**src/rtl/pcrb_cfg.svh**
```systemverilog
`ifndef PCRB_CFG_SVH
`define PCRB_CFG_SVH

// Register addresses
`define PCRB_A_IND      6'h00
`define PCRB_A_RTC      6'h01
`define PCRB_A_PC       6'h02
`define PCRB_A_STAT     6'h03
`define PCRB_A_RSEL     6'h04
`define PCRB_A_R5       6'h05
`define PCRB_A_R6       6'h06
`define PCRB_A_R7       6'h07
`define PCRB_A_PAGED_LO 6'h05
`define PCRB_A_PAGED_HI 6'h0e
`define PCRB_A_COMMON   6'h10
`define PCRB_A_BANKED   6'h20

// Status field positions
`define PCRB_ST_C       0
`define PCRB_ST_AC      1
`define PCRB_ST_Z       2
`define PCRB_ST_P       3
`define PCRB_ST_T       4
`define PCRB_ST_IOPG    5
`define PCRB_ST_RPG     6
`define PCRB_ST_RPG2    7

// Reset values
`define PCRB_STAT_RST   8'h18
`define PCRB_RSEL_RST   8'h00
`define PCRB_PS_RST     4'h0
`define PCRB_DADDR_RST  4'h0
`define PCRB_PC_RST     14'h0000

// Sizes
`define PCRB_PC_W       14
`define PCRB_JMP_W      10
`define PCRB_INT_VEC    14'h0008
`define PCRB_STK_DEPTH  16
`define PCRB_STK_PW     4
`define PCRB_DISP_WORDS 10
`define PCRB_DISP_LAST  4'h9
`define PCRB_COMMON_N   16
`define PCRB_BANK_N     32
`define PCRB_RAM_WORDS  144

// Real-time counter tick rate, Hz
`define PCRB_TICK_HZ    16384

`endif

```
**src/rtl/pcrb_pkg.sv**
```systemverilog
`default_nettype none
package pcrb_pkg;

   typedef enum logic [3:0] {
      PCRB_OP_HOLD,
      PCRB_OP_NEXT,
      PCRB_OP_JMP,
      PCRB_OP_CALL,
      PCRB_OP_RET,
      PCRB_OP_LRET,
      PCRB_OP_IRET,
      PCRB_OP_MOV_PC,
      PCRB_OP_ADD_PC,
      PCRB_OP_TABLE,
      PCRB_OP_INTR
   } pcrb_op_t;

   typedef enum logic [1:0] {
      PCRB_PG0,
      PCRB_PG1,
      PCRB_PG2
   } pcrb_register_page_bit_t;

endpackage
`default_nettype wire

```
**src/rtl/pcrb_stack.sv**
```systemverilog
`timescale 1ns/1ns
`default_nettype none
`include "pcrb_cfg.svh"

module pcrb_stack (
   input  wire logic                   clk,
   input  wire logic                   nrst,
   input  wire logic                   push,
   input  wire logic                   pop,
   input  wire logic [`PCRB_PC_W-1:0]  push_data,
   output logic      [`PCRB_PC_W-1:0]  top
);

   logic [`PCRB_PC_W-1:0]  mem [0:`PCRB_STK_DEPTH-1];
   logic [`PCRB_STK_PW-1:0] sp_ff;
   logic [`PCRB_STK_PW-1:0] top_idx;

   // Pointer wraps, so a seventeenth nesting overwrites the oldest entry
   assign top_idx = sp_ff - 4'h1;
   assign top     = mem[top_idx];

   always_ff @(posedge clk or negedge nrst) begin
      if (!nrst) begin
         sp_ff <= '0;
      end else if (push) begin
         sp_ff <= sp_ff + 4'h1;
      end else if (pop) begin
         sp_ff <= top_idx;
      end
   end

   always_ff @(posedge clk) begin
      if (push) begin
         mem[sp_ff] <= push_data;
      end
   end

endmodule
`default_nettype wire

```
**src/rtl/pcrb_core.sv**
```systemverilog
//
// How it works
// - Address zero has no storage; it accesses the register named by the select register.
// - Real-time counter counts slow ticks or instruction cycles; software reads and writes it.
// - Program counter is 14 bits wide, addressing 16k words of 13-bit code.
// - Jump loads the low ten counter bits from the operand.
// - Call pushes counter plus one, then loads the low ten bits from operand.
// - Return, return-with-literal and interrupt return pop the stack into the counter.
// - Return stack holds sixteen nested entries.
// - Move accumulator to counter loads low byte, clears bits eight and nine.
// - Add accumulator to counter adds offset, then clears bits eight and nine.
// - Table read adds accumulator offset, keeping bits eight and nine.
// - Jump, call, add and move take the top four bits from page bits.
// - Interrupt vectors to 0x08 page 0, saving accumulator, status, page; return restores all but status T and P.
// - Status bits 0..2 are carry, aux carry, zero; all software writable.
// - Power-down bit set by power on or watchdog clear, cleared by sleep; read-only.
// - Time-out bit set by sleep, watchdog clear, power up; cleared by timeout.
// - Time-out and power-down flags encode the wake or reset cause.
// - Status bit 5 selects I/O control page 0 or 1; resets to 0.
// - Status bit 7 selects register page 2, else bit 6 picks page 0/1.
// - Select register bits 0..5 give indirect target; bits 6..7 pick one of four banks.
// - Addresses 0x10..0x1F are common; 0x20..0x3F hold 32 bytes per bank.
// - Port 5 page 0 bits 0..3 select one of sixteen program pages.
// - Four-bit display address, reset 0, picks one of ten display bytes.
// - Display data register reads/writes addressed byte; odd segment high, even low.
//
`timescale 1ns/1ns
`default_nettype none
`include "pcrb_cfg.svh"

module pcrb_core
   import pcrb_pkg::*;
(
   input  wire logic                   clk,
   input  wire logic                   nrst,
   input  wire pcrb_op_t               op,
   input  wire logic [`PCRB_JMP_W-1:0] operand,
   input  wire logic [7:0]             acc,
   input  wire logic [5:0]             reg_addr,
   input  wire logic                   reg_wr,
   input  wire logic [7:0]             reg_wdata,
   input  wire logic                   alu_flag_we,
   input  wire logic [2:0]             alu_flags,
   input  wire logic                   wdog_clr_cmd,
   input  wire logic                   sleep_cmd,
   input  wire logic                   wdt_timeout,
   input  wire logic                   ext_reset_wake,
   input  wire logic                   rtc_src_instr,
   input  wire logic                   tick_16k,
   input  wire logic                   instr_tick,
   input  wire logic                   tone_detect_in,
   output logic      [`PCRB_PC_W-1:0]  pc_ff,
   output logic      [7:0]             rd_data_ff,
   output logic      [7:0]             status_ff,
   output logic      [7:0]             port5_ff,
   output logic      [7:0]             port6_ff,
   output logic      [7:0]             port7_ff,
   output logic                        ram_bank_ff,
   output logic      [7:0]             acc_restore_ff,
   output logic                        acc_restore_vld_ff
);

   logic [7:0]              rtc_ff;
   logic [7:0]              rsel_ff;
   logic [3:0]              disp_addr_ff;
   logic [7:0]              saved_status_ff;
   logic [3:0]              saved_ps_ff;
   logic [7:0]              ram_mem  [0:`PCRB_RAM_WORDS-1];
   logic [7:0]              disp_mem [0:`PCRB_DISP_WORDS-1];

   logic [7:0]              nxt_rtc;
   logic [7:0]              nxt_status;
   logic [7:0]              nxt_port5;
   logic [`PCRB_PC_W-1:0]   nxt_pc;
   logic [7:0]              rd_mux;

   logic [5:0]              eff_addr;
   pcrb_register_page_bit_t             register_page_bit;
   logic                    paged;
   logic                    pg0;
   logic                    pg1;
   logic                    mem_hit;
   logic [7:0]              mem_idx;
   logic                    disp_ok;
   logic                    wr;
   logic                    wr_rtc;
   logic                    wr_stat;
   logic                    wr_rsel;
   logic                    wr_pc;
   logic                    wr_p5;
   logic                    wr_p6;
   logic                    wr_p7;
   logic                    wr_daddr;
   logic                    wr_ddata;
   logic                    wr_bank;
   logic                    rtc_inc;
   logic                    stk_push;
   logic                    stk_pop;
   logic [`PCRB_PC_W-1:0]   stk_top;
   logic [`PCRB_PC_W-1:0]   pc_plus1;
   logic [7:0]              pc_rel;
   logic [3:0]              ps;

   // Maps a common or banked address onto the flat RAM array
   function automatic logic [7:0] ram_index(input logic [5:0] a, input logic [1:0] bank);
      logic [7:0] base;
      base = 8'h00;
      if (a < `PCRB_A_BANKED) begin
         base = {2'b00, a} - {2'b00, `PCRB_A_COMMON};
      end else begin
         base = 8'(`PCRB_COMMON_N) + {1'b0, bank, 5'b00000} + {3'b000, a[4:0]};
      end
      return base;
   endfunction

   // Resolves an address range test used by both decode and read paths
   function automatic logic in_range(input logic [5:0] a, input logic [5:0] lo,
                                     input logic [5:0] hi);
      return (a >= lo) && (a <= hi);
   endfunction

   assign eff_addr = (reg_addr == `PCRB_A_IND) ? rsel_ff[5:0] : reg_addr;

   assign register_page_bit = status_ff[`PCRB_ST_RPG2] ? PCRB_PG2 :
                  status_ff[`PCRB_ST_RPG]  ? PCRB_PG1 : PCRB_PG0;
   assign paged = in_range(eff_addr, `PCRB_A_PAGED_LO, `PCRB_A_PAGED_HI);
   assign pg0   = (register_page_bit == PCRB_PG0);
   assign pg1   = (register_page_bit == PCRB_PG1);

   assign mem_hit = in_range(eff_addr, `PCRB_A_COMMON, 6'h3f);
   assign mem_idx = ram_index(eff_addr, rsel_ff[7:6]);

   assign disp_ok = (disp_addr_ff <= `PCRB_DISP_LAST);

   // Address zero aimed at itself goes nowhere
   assign wr       = reg_wr && (eff_addr != `PCRB_A_IND);
   assign wr_rtc   = wr && (eff_addr == `PCRB_A_RTC);
   assign wr_stat  = wr && (eff_addr == `PCRB_A_STAT);
   assign wr_rsel  = wr && (eff_addr == `PCRB_A_RSEL);
   assign wr_pc    = wr && (eff_addr == `PCRB_A_PC);
   assign wr_p5    = wr && (eff_addr == `PCRB_A_R5) && pg0;
   assign wr_p6    = wr && (eff_addr == `PCRB_A_R6) && pg0;
   assign wr_p7    = wr && (eff_addr == `PCRB_A_R7) && pg0;
   assign wr_daddr = wr && (eff_addr == `PCRB_A_R5) && pg1;
   assign wr_ddata = wr && (eff_addr == `PCRB_A_R6) && pg1 && disp_ok;
   assign wr_bank  = wr && (eff_addr == `PCRB_A_R7) && pg1;

   assign rtc_inc = rtc_src_instr ? instr_tick : tick_16k;
   // A software write wins over a counting edge in the same cycle
   assign nxt_rtc = wr_rtc ? reg_wdata : (rtc_inc ? rtc_ff + 8'h01 : rtc_ff);

   assign ps = port5_ff[3:0];

   // Bit 4 of port 5 stays zero
   always_comb begin
      nxt_port5 = port5_ff;
      if (op == PCRB_OP_IRET) begin
         nxt_port5[3:0] = saved_ps_ff;
      end else if (wr_p5) begin
         nxt_port5 = {reg_wdata[7:5], 1'b0, reg_wdata[3:0]};
      end
   end

   // Status update; hardware flag sets win over their clears
   always_comb begin
      nxt_status = status_ff;
      if (op == PCRB_OP_IRET) begin
         nxt_status[2:0] = saved_status_ff[2:0];
         nxt_status[7:5] = saved_status_ff[7:5];
      end else if (wr_stat) begin
         nxt_status[2:0] = reg_wdata[2:0];
         nxt_status[`PCRB_ST_IOPG] = reg_wdata[`PCRB_ST_IOPG];
         nxt_status[`PCRB_ST_RPG]  = reg_wdata[`PCRB_ST_RPG];
         nxt_status[`PCRB_ST_RPG2] = reg_wdata[`PCRB_ST_RPG2];
      end else if (alu_flag_we) begin
         nxt_status[2:0] = alu_flags;
      end
      if (wdog_clr_cmd) begin
         nxt_status[`PCRB_ST_P] = 1'b1;
      end else if (sleep_cmd) begin
         nxt_status[`PCRB_ST_P] = 1'b0;
      end
      // Reset wake keeps P, sets T
      if (sleep_cmd || wdog_clr_cmd || ext_reset_wake) begin
         nxt_status[`PCRB_ST_T] = 1'b1;
      end else if (wdt_timeout) begin
         nxt_status[`PCRB_ST_T] = 1'b0;
      end
   end

   assign pc_plus1 = pc_ff + 14'h0001;
   assign pc_rel   = pc_ff[7:0] + acc;

   assign stk_push = (op == PCRB_OP_CALL) || (op == PCRB_OP_INTR);
   assign stk_pop  = (op == PCRB_OP_RET) || (op == PCRB_OP_LRET) || (op == PCRB_OP_IRET);

   pcrb_stack u_stack (
      .clk       (clk),
      .nrst      (nrst),
      .push      (stk_push),
      .pop       (stk_pop),
      .push_data ((op == PCRB_OP_CALL) ? pc_plus1 : pc_ff),
      .top       (stk_top)
   );

   always_comb begin
      nxt_pc = pc_ff;
      case (op)
         PCRB_OP_HOLD:   nxt_pc = pc_ff;
         PCRB_OP_NEXT:   nxt_pc = pc_plus1;
         PCRB_OP_JMP:    nxt_pc = {ps, operand};
         PCRB_OP_CALL:   nxt_pc = {ps, operand};
         PCRB_OP_RET,
         PCRB_OP_LRET,
         PCRB_OP_IRET:   nxt_pc = stk_top;
         PCRB_OP_MOV_PC: nxt_pc = {ps, 2'b00, acc};
         PCRB_OP_ADD_PC: nxt_pc = {ps, 2'b00, pc_rel};
         PCRB_OP_TABLE:  nxt_pc = {pc_ff[13:8], pc_rel};
         PCRB_OP_INTR:   nxt_pc = `PCRB_INT_VEC;
         default:        nxt_pc = pc_ff;
      endcase
      // A register write to the counter behaves as a move from the data
      if (wr_pc) begin
         nxt_pc = {ps, 2'b00, reg_wdata};
      end
   end

   // Read selection
   always_comb begin
      rd_mux = 8'h00;
      if (mem_hit) begin
         rd_mux = ram_mem[mem_idx];
      end else if (paged) begin
         // Page 2 and unmodelled slots read zero
         case (register_page_bit)
            PCRB_PG0: begin
               case (eff_addr)
                  `PCRB_A_R5: rd_mux = port5_ff;
                  `PCRB_A_R6: rd_mux = port6_ff;
                  `PCRB_A_R7: rd_mux = port7_ff;
                  default:    rd_mux = 8'h00;
               endcase
            end
            PCRB_PG1: begin
               case (eff_addr)
                  `PCRB_A_R5: rd_mux = {4'h0, disp_addr_ff};
                  `PCRB_A_R6: rd_mux = disp_ok ? disp_mem[disp_addr_ff] : 8'h00;
                  `PCRB_A_R7: rd_mux = {1'b0, tone_detect_in, 5'b00000, ram_bank_ff};
                  default:    rd_mux = 8'h00;
               endcase
            end
            default: rd_mux = 8'h00;
         endcase
      end else begin
         case (eff_addr)
            `PCRB_A_RTC:  rd_mux = rtc_ff;
            `PCRB_A_PC:   rd_mux = pc_ff[7:0];
            `PCRB_A_STAT: rd_mux = status_ff;
            `PCRB_A_RSEL: rd_mux = rsel_ff;
            default:      rd_mux = 8'h00;
         endcase
      end
   end

   always_ff @(posedge clk or negedge nrst) begin
      if (!nrst) begin
         pc_ff      <= `PCRB_PC_RST;
         rd_data_ff <= 8'h00;
         rtc_ff     <= 8'h00;
      end else begin
         pc_ff      <= nxt_pc;
         rd_data_ff <= rd_mux;
         rtc_ff     <= nxt_rtc;
      end
   end

   // Power-on value sets both T and P
   always_ff @(posedge clk or negedge nrst) begin
      if (!nrst) begin
         status_ff <= `PCRB_STAT_RST;
         port5_ff  <= {4'h0, `PCRB_PS_RST};
      end else begin
         status_ff <= nxt_status;
         port5_ff  <= nxt_port5;
      end
   end

   always_ff @(posedge clk or negedge nrst) begin
      if (!nrst) begin
         rsel_ff      <= `PCRB_RSEL_RST;
         port6_ff     <= 8'h00;
         port7_ff     <= 8'h00;
         disp_addr_ff <= `PCRB_DADDR_RST;
         ram_bank_ff  <= 1'b0;
      end else begin
         if (wr_rsel) rsel_ff <= reg_wdata;
         if (wr_p6) port6_ff <= reg_wdata;
         if (wr_p7) port7_ff <= reg_wdata;
         if (wr_daddr) disp_addr_ff <= reg_wdata[3:0];
         if (wr_bank) ram_bank_ff <= reg_wdata[0];
      end
   end

   always_ff @(posedge clk or negedge nrst) begin
      if (!nrst) begin
         saved_status_ff    <= 8'h00;
         saved_ps_ff        <= 4'h0;
         acc_restore_ff     <= 8'h00;
         acc_restore_vld_ff <= 1'b0;
      end else begin
         acc_restore_vld_ff <= (op == PCRB_OP_IRET);
         if (op == PCRB_OP_INTR) begin
            saved_status_ff <= status_ff;
            saved_ps_ff     <= ps;
            acc_restore_ff  <= acc;
         end
      end
   end

   // Storage arrays carry no reset; software initialises them
   always_ff @(posedge clk) begin
      if (wr && mem_hit) ram_mem[mem_idx] <= reg_wdata;
      if (wr_ddata) disp_mem[disp_addr_ff] <= reg_wdata;
   end

endmodule
`default_nettype wire

```
**config.mk**
```make
export PLATFORM = sky130hd
export DESIGN_NAME = pcrb_core
export DESIGN_NICKNAME = d
export VERILOG_FILES = /design/src/rtl/pcrb_pkg.sv /design/src/rtl/pcrb_stack.sv /design/src/rtl/pcrb_core.sv
export VERILOG_INCLUDE_DIRS = /design/src /design/src/rtl
export SDC_FILE = /design/constraint.sdc
export NUM_CORES = 2
export LEC_CHECK = 0
export BUFFER_PORTS_ARGS = -buffer_cell sky130_fd_sc_hd__buf_2
export CORE_ASPECT_RATIO = 0.9
export CORE_MARGIN = 2
export CORE_UTILIZATION = 30
export CTS_BUF_LIST = sky130_fd_sc_hd__clkbuf_2 sky130_fd_sc_hd__clkbuf_4 sky130_fd_sc_hd__clkbuf_8
export CTS_CLUSTER_SIZE = 10
export DETAILED_ROUTE_END_ITERATION = 16
export GPL_TIMING_DRIVEN = 0
export PLACE_DENSITY = 0.52
export SETUP_SLACK_MARGIN = 0.1
export SLEW_MARGIN = 20
export SYNTH_ARGS = -nofsm -noshare
export SYNTH_HDL_FRONTEND = slang
export SYNTH_SLANG_ARGS = --single-unit
```
**constraint.sdc**
```tcl
create_clock -name clk -period 3.4 [get_ports clk]
set_input_delay 0.17 -clock clk [delete_from_list [all_inputs] [get_ports clk]]
set_output_delay 0.17 -clock clk [all_outputs]
set_load 0.03 [all_outputs]
```
# [After elaboration in Yosys (flattened, before gate mapping)]
# Memories as Yosys holds them, arrays and structs flattened.
# Cells that the tools add are included.
[word_totals] mem_bits_rw=1456 mem_count=3 ff_bits=99 output_inout_bits=64
[classes] bitwise=1 reduce_logical=39 add_sub_neg=8 magnitude_cmp=6 mux=36 eq_ne=19
[memory_table] name="ram_mem" depth=144 width=8 rd=1 rd_clocked_by_memory_dff=0 wr=1 line="pcrb_core.sv:68" rtl="logic [7:0] ram_mem [0:`PCRB_RAM_WORDS-1];"
[memory_table] name="u_stack.mem" depth=16 width=14 rd=1 rd_clocked_by_memory_dff=0 wr=1 line="pcrb_stack.sv:14" rtl="logic [`PCRB_PC_W-1:0] mem [0:`PCRB_STK_DEPTH-1];"
[memory_table] name="disp_mem" depth=10 width=8 rd=1 rd_clocked_by_memory_dff=0 wr=1 line="pcrb_core.sv:69" rtl="logic [7:0] disp_mem [0:`PCRB_DISP_WORDS-1];"
[op_table] op="$pmux W14 S7" n=1
[op_table] op="$mux W8" n=6
[op_table] op="$pmux W8 S3" n=2
[op_table] op="$pmux W8 S4" n=1
[op_table] op="$mux W14" n=2
[op_table] op="$eq A6 B3 Y1 const B" n=4
[op_table] op="$logic_and A1 B1 Y1" n=18
[op_table] op="$eq A4 B3 Y1 const B" n=4
[op_table] op="$mux W4" n=4
[op_table] op="$pmux W8 S2" n=1
[op_table] op="$mux W3" n=5
[op_table] op="$add A14 B1 Y14 const B" n=1
[op_table] op="$eq A4 B4 Y1 const B" n=3
[op_table] op="$eq A6 B2 Y1 const B" n=2
[op_table] op="$mux W1" n=12
[op_table] op="$reduce_bool A2 Y1" n=6
[op_table] op="$add A5 B7 Y8 const A" n=1
[op_table] op="$add A8 B1 Y8 const B" n=1
[op_table] op="$add A8 B5 Y8" n=1
[op_table] op="$add A8 B8 Y8" n=1
[op_table] op="$eq A4 B2 Y1 const B" n=2
[op_table] op="$reduce_bool A8 Y1" n=1
[op_table] op="$reduce_bool A7 Y1" n=1
[op_table] op="$sub A6 B5 Y7 const B" n=1
[op_table] op="23 further kinds" n=28

# [Longest topological paths before layout]
[depth] word_depth=9 depth_mapped=16

# [By module]
# From an unflattened synthesis, not the netlist that was laid out.
[unflattened] hier_cells=3551 area_unflattened_um2=62396.1
[modules_own_cells] mod="pcrb_core" n_inst=1 area_per_inst_um2=53257.3 cells_per_inst=3127
[modules_own_cells] mod="pcrb_stack" n_inst=1 area_per_inst_um2=9138.8 cells_per_inst=424

# [Worst setup path before layout]
# Ideal clock, no wire load.
[synth_path] path_kind="reg2reg" from="register u_stack.sp_ff[0]" to="register pc_ff[1]" synth_period_minus_slack_ns=3.786 slack_ns=-0.386 setup_ns=0.126 arrival_time_ns=3.660 stages_incl_launch_ff=16 n_path_buf=6 cell_sequence="dfrtp_1 buf_2 buf_2 buf_2 buf_2 inv_1 ha_1 buf_1 clkbuf_1 mux4_2 a211oi_1 a21oi_1 a221oi_1 nor2_1 a21oi_1 a21oi_1"
[synth_via] elab_chain_cells=4
[synth_rtl] item="start: declaration" line="pcrb_stack.sv:15" rtl="logic [`PCRB_STK_PW-1:0] sp_ff;"
[synth_rtl] item="start signal: assignment" line="pcrb_stack.sv:26" rtl="sp_ff <= sp_ff + 4'h1;"
[synth_rtl] item="start signal: assignment" line="pcrb_stack.sv:28" rtl="sp_ff <= top_idx;"
[synth_rtl] item="$sub A4 B1 Y4" line="pcrb_stack.sv:19" rtl="assign top_idx = sp_ff - 4'h1;"
[synth_rtl] item="$mem_v2 Z16 W14"
[synth_rtl] item="$pmux W14 S7" line="pcrb_core.sv:208" rtl="case (op)"
[synth_rtl] item="$mux W14" line="pcrb_core.sv:223" rtl="if (wr_pc) begin"
[synth_rtl] item="end signal: assignment" line="pcrb_core.sv:267" rtl="pc_ff <= `PCRB_PC_RST;"
[synth_rtl] item="end signal: assignment" line="pcrb_core.sv:271" rtl="pc_ff <= nxt_pc;"
[synth_rtl] item="end: declaration" line="pcrb_core.sv:52" rtl="output logic [`PCRB_PC_W-1:0] pc_ff,"
# Every way passes these cells.
# A chain may end at the register's enable or synchronous reset.

# [Final worst setup path]
[layout_path] from="register rsel_ff[1]" to="register rd_data_ff[1]"
[layout_via] elab_chain_cells=6 word_cells_on_any_way=25 classes_between="2 x add/sub; 5 x order compare; 7 x eq/ne; 8 x mux; 2 x reduce/logical; 1 x memory"
[layout_rtl] item="start: declaration" line="pcrb_core.sv:64" rtl="logic [7:0] rsel_ff;"
[layout_rtl] item="start signal: assignment" line="pcrb_core.sv:290" rtl="rsel_ff <= `PCRB_RSEL_RST;"
[layout_rtl] item="start signal: assignment" line="pcrb_core.sv:296" rtl="if (wr_rsel) rsel_ff <= reg_wdata;"
[layout_rtl] item="branches (longest 5 deep; another with $add A8 B5 Y8)"
[layout_rtl] item="$mux W8 *" line="pcrb_core.sv:231" rtl="if (mem_hit) begin"
[layout_rtl] item="net rd_mux[1]" line="pcrb_core.sv:75" rtl="logic [7:0] rd_mux;"
[layout_rtl] item="end signal: assignment" line="pcrb_core.sv:272" rtl="rd_data_ff <= rd_mux;"
[layout_rtl] item="end: declaration" line="pcrb_core.sv:53" rtl="output logic [7:0] rd_data_ff,"
# Mark *: on every way through the listed nets, which the timed path passes.

==> impl_metrics.json <==
{
  "outcome": "finished, violations left",
  "violations": "negative setup slack",
  "cts_buffers": 276,
  "fin_crit_ns": 3.94,
  "drt_wl_total_um": 262000,
  "cts_tree": "done",
  "ys_ff_latch": 1553,
  "root_buffer": "clkbuf_8",
  "h-tree-depth": 5,
  "synthCells": 3675,
  "port-buffer-count": 107,
  "finalCritPeriodShare_pct": 116,
  "synth.most_common_cell": "edfxtp_1",
  "crit_type": "flop to flop",
  "clk_path_buf_depth": 4,
  "power.leakage_nw": 24.5,
  "hp-class": "primary input to flop",
  "dp_slack_ns": -2.26,
  "slew-limit-headroom_pct": 21.0,
  "grt.total_usage_pct": 24.8,
  "maxCapViolCount": 0,
  "cts.sinks": 1553,
  "clk_pin_slew_ns": 0.07,
  "drcViolationCount": 0,
  "syn-cell-area_um2": 60200,
  "dr.first_iter.drc_count": 8609,
  "synth.area.mux_share_pct": 4.26,
  "cp.required_ns": 4.19,
  "synth_fp_nets": 3742,
  "netlist.area_leader.share_pct": 72.6,
  "vias": 42200,
  "hold-worst-slack_ns": 0.0794,
  "via_per_inst": 5.89,
  "synth_edf_count": 1456,
  "grt_pass1_vias": 39700,
  "hold_violations": 0,
  "rsz0062_at_grt": "true",
  "core-area_um2": 200000,
  "async_flop_share_pct": 6.25,
  "yosys.area.top_type": "edfxtp_1",
  "synth_area_per_cell_um2": 16.4,
  "max-vdd-ir-drop_uv": 494,
  "place_congestion": 0.987,
  "endpoint_kind": "flop",
  "setup_viol": 8,
  "wl_per_cell_um": 36.5,
  "synthSimpleGateAreaFrac_pct": 5.12,
  "antenna_found_initial": 27,
  "grt_pass1_wl_um": 347000,
  "fin_ws_ns": -0.545,
  "firstDrtPassIters": 10,
  "synth_fa_ha_area_share_pct": 0.345,
  "synth_flop_cell": "edfxtp_1",
  "synth-seq-area-share_pct": 76.6,
  "synthTopCellsByArea": "edfxtp_1 73%, a222oi_1 4.1%, dfrtp_1 3.9%",
  "maxSlewViolCount": 0,
  "die_y_um": 429,
  "synth_xor_area_share_pct": 0.567,
  "ys_top_cells_by_count": "1456 x edfxtp_1, 334 x a21oi_1, 330 x nand2_1",
  "grt_start_max_net_pins": 119,
  "finClkSkew_ns": 0.0977,
  "fmax_ghz": 0.254,
  "initial_utilization_pct": 30.1,
  "power.total_mw": 47.4,
  "synth.distinct_cells": 77,
  "die_w_um": 476,
  "drive_gt1_share_pct": 31.8,
  "worst_pin_slew_ns": 1.19,
  "startpoint_type": "flop",
  "fin_nets": 4362,
  "crit_arrival_ns": 4.73,
  "p_per_area_nw_per_um2": 620,
  "r2r_setup_slack_ns": -0.54,
  "crit_fanout": 10,
  "std_cell_rows": 156,
  "dpl.hpwl_um": 164000,
  "clk_latency_ns": 1.04,
  "syn2layout_area_growth_pct": 26.9,
  "synth_top_family_by_area": "compound AO/OA/AOI/OAI gates",
  "synth_compound_area_share_pct": 11.1,
  "yosysWarnings": 0,
  "grt-ovfl-total": 0,
  "postRouteAntennaNets": 0,
  "dieArea_um2": 204000,
  "ios": 115
}
==> cell families after synthesis <==
logic type      count (synthesis)
other cells                     1
buf+inv                       266
flops                        1553
compound gates                921
fa+ha+maj                      16
simple gates                  719
mux                           160
xor+xnor                       39
==> routing by layer <==
layer / wire length (um) / GRT usage [%] / part of all wire, %
met1: 99300 / 33.0 / 38
met5: 285 / 0.257 / 0.11
met4: 13900 / 12.5 / 5.3
met3: 39500 / 10.1 / 15
met2: 109000 / 34.7 / 42
==> flip-flops by register name (all words and copies together), names as in the netlist <==
name,cells
port5_ff,7
acc_restore_ff,8
saved_ps_ff,4
status_ff,8
rtc_ff,8
ram_mem,1152
disp_addr_ff,4
port7_ff,8
disp_mem,80
pc_ff,14
rsel_ff,8
port6_ff,8
acc_restore_vld_ff,1
saved_status_ff,6
rd_data_ff,8
ram_bank_ff,1
u_stack.sp_ff,4
u_stack.mem,224
==> worst paths after layout <==
kind | from | end | depth (start not counted)
setup / recovery | rsel_ff[1]$_DFFE_PN0P_ | rd_data_ff[1]$_DFF_PN0_ | 10
hold / removal | acc[6] | acc_restore_ff[6]$_DFFE_PN0P_ | 3
setup reg to reg | rsel_ff[1]$_DFFE_PN0P_ | rd_data_ff[1]$_DFF_PN0_ | 10
hold reg to reg | saved_ps_ff[3]$_DFFE_PN0P_ | port5_ff[3]$_DFFE_PN0P_ | 2
max in group asynchronous | nrst | status_ff[4]$_DFFE_PN1P_ | 5
min in group asynchronous | nrst | rsel_ff[3]$_DFFE_PN0P_ | 4
==> cell type report <==
type / count / area [um^2]
clock buffer: 382 / 4710
clock inverter: 66 / 299
fill: 18600 / 124000
antenna: 19 / 47.5
buffer: 243 / 2140
tap: 2686 / 3360
sequential: 1553 / 46200
timing repair buffer: 342 / 3760
multi-input combinational: 1856 / 15900
inverter: 23 / 93.8
==> power by group <==
| group | internal [mW] | switching [mW] |
|---|---|---|
| Sequential | 21.6 | 0.436 |
| Combinational | 3.24 | 5.46 |
| Clock | 8.87 | 7.82 |
==> layout by cell type (no fill, tap or decap), types with 65 or more instances in the layout <==
cell type	count
edfxtp_1	1456
nand2_1	324
clkbuf_8	307
a21oi_1	284
a222oi_1	246
nor2_4	154
buf_4	138
buf_2	127
clkbuf_4	115
dfrtp_1	93
mux4_2	72
a22oi_1	72
dlygate4sd3_1	65
==> worst max-delay path, cell delays in order (launching register included) <==
cell and delay [ns]:
dfrtp_2 0.42, nor3b_4 0.16, a22o_4 0.27, buf_8 0.16, buf_8 0.18, a222oi_1 0.58
a21oi_1 0.17, o41ai_2 0.55, nand4_1 0.47, a221oi_4 0.66, a21oi_2 0.13
==> through the flow <==
stage                     area, um^2  utilization [%]  std cells  setup TNS (ns)
final                          76500             38.2       7170           -2.27
after global routing           76500             38.2       7165           -1.77
after CTS                      75300             37.6       7121           -2.14
after detailed placement       65400             32.6       6504        -2070.39
after global placement         64200             32.0       6468        -2408.42
after floorplan                60300                -       3675               0
==> what timing repair did <==
action / CTS / global route
gates cloned: 2 / 0
pin swaps: 107 / 94
gates resized for setup: 693 / 203
hold endpoints to repair: 1290 / 0
setup endpoints to repair: 1358 / 1030
hold buffers: 66 / 0
setup buffers: 101 / 30
No activity file was read; power rests on OpenSTA's default activity.
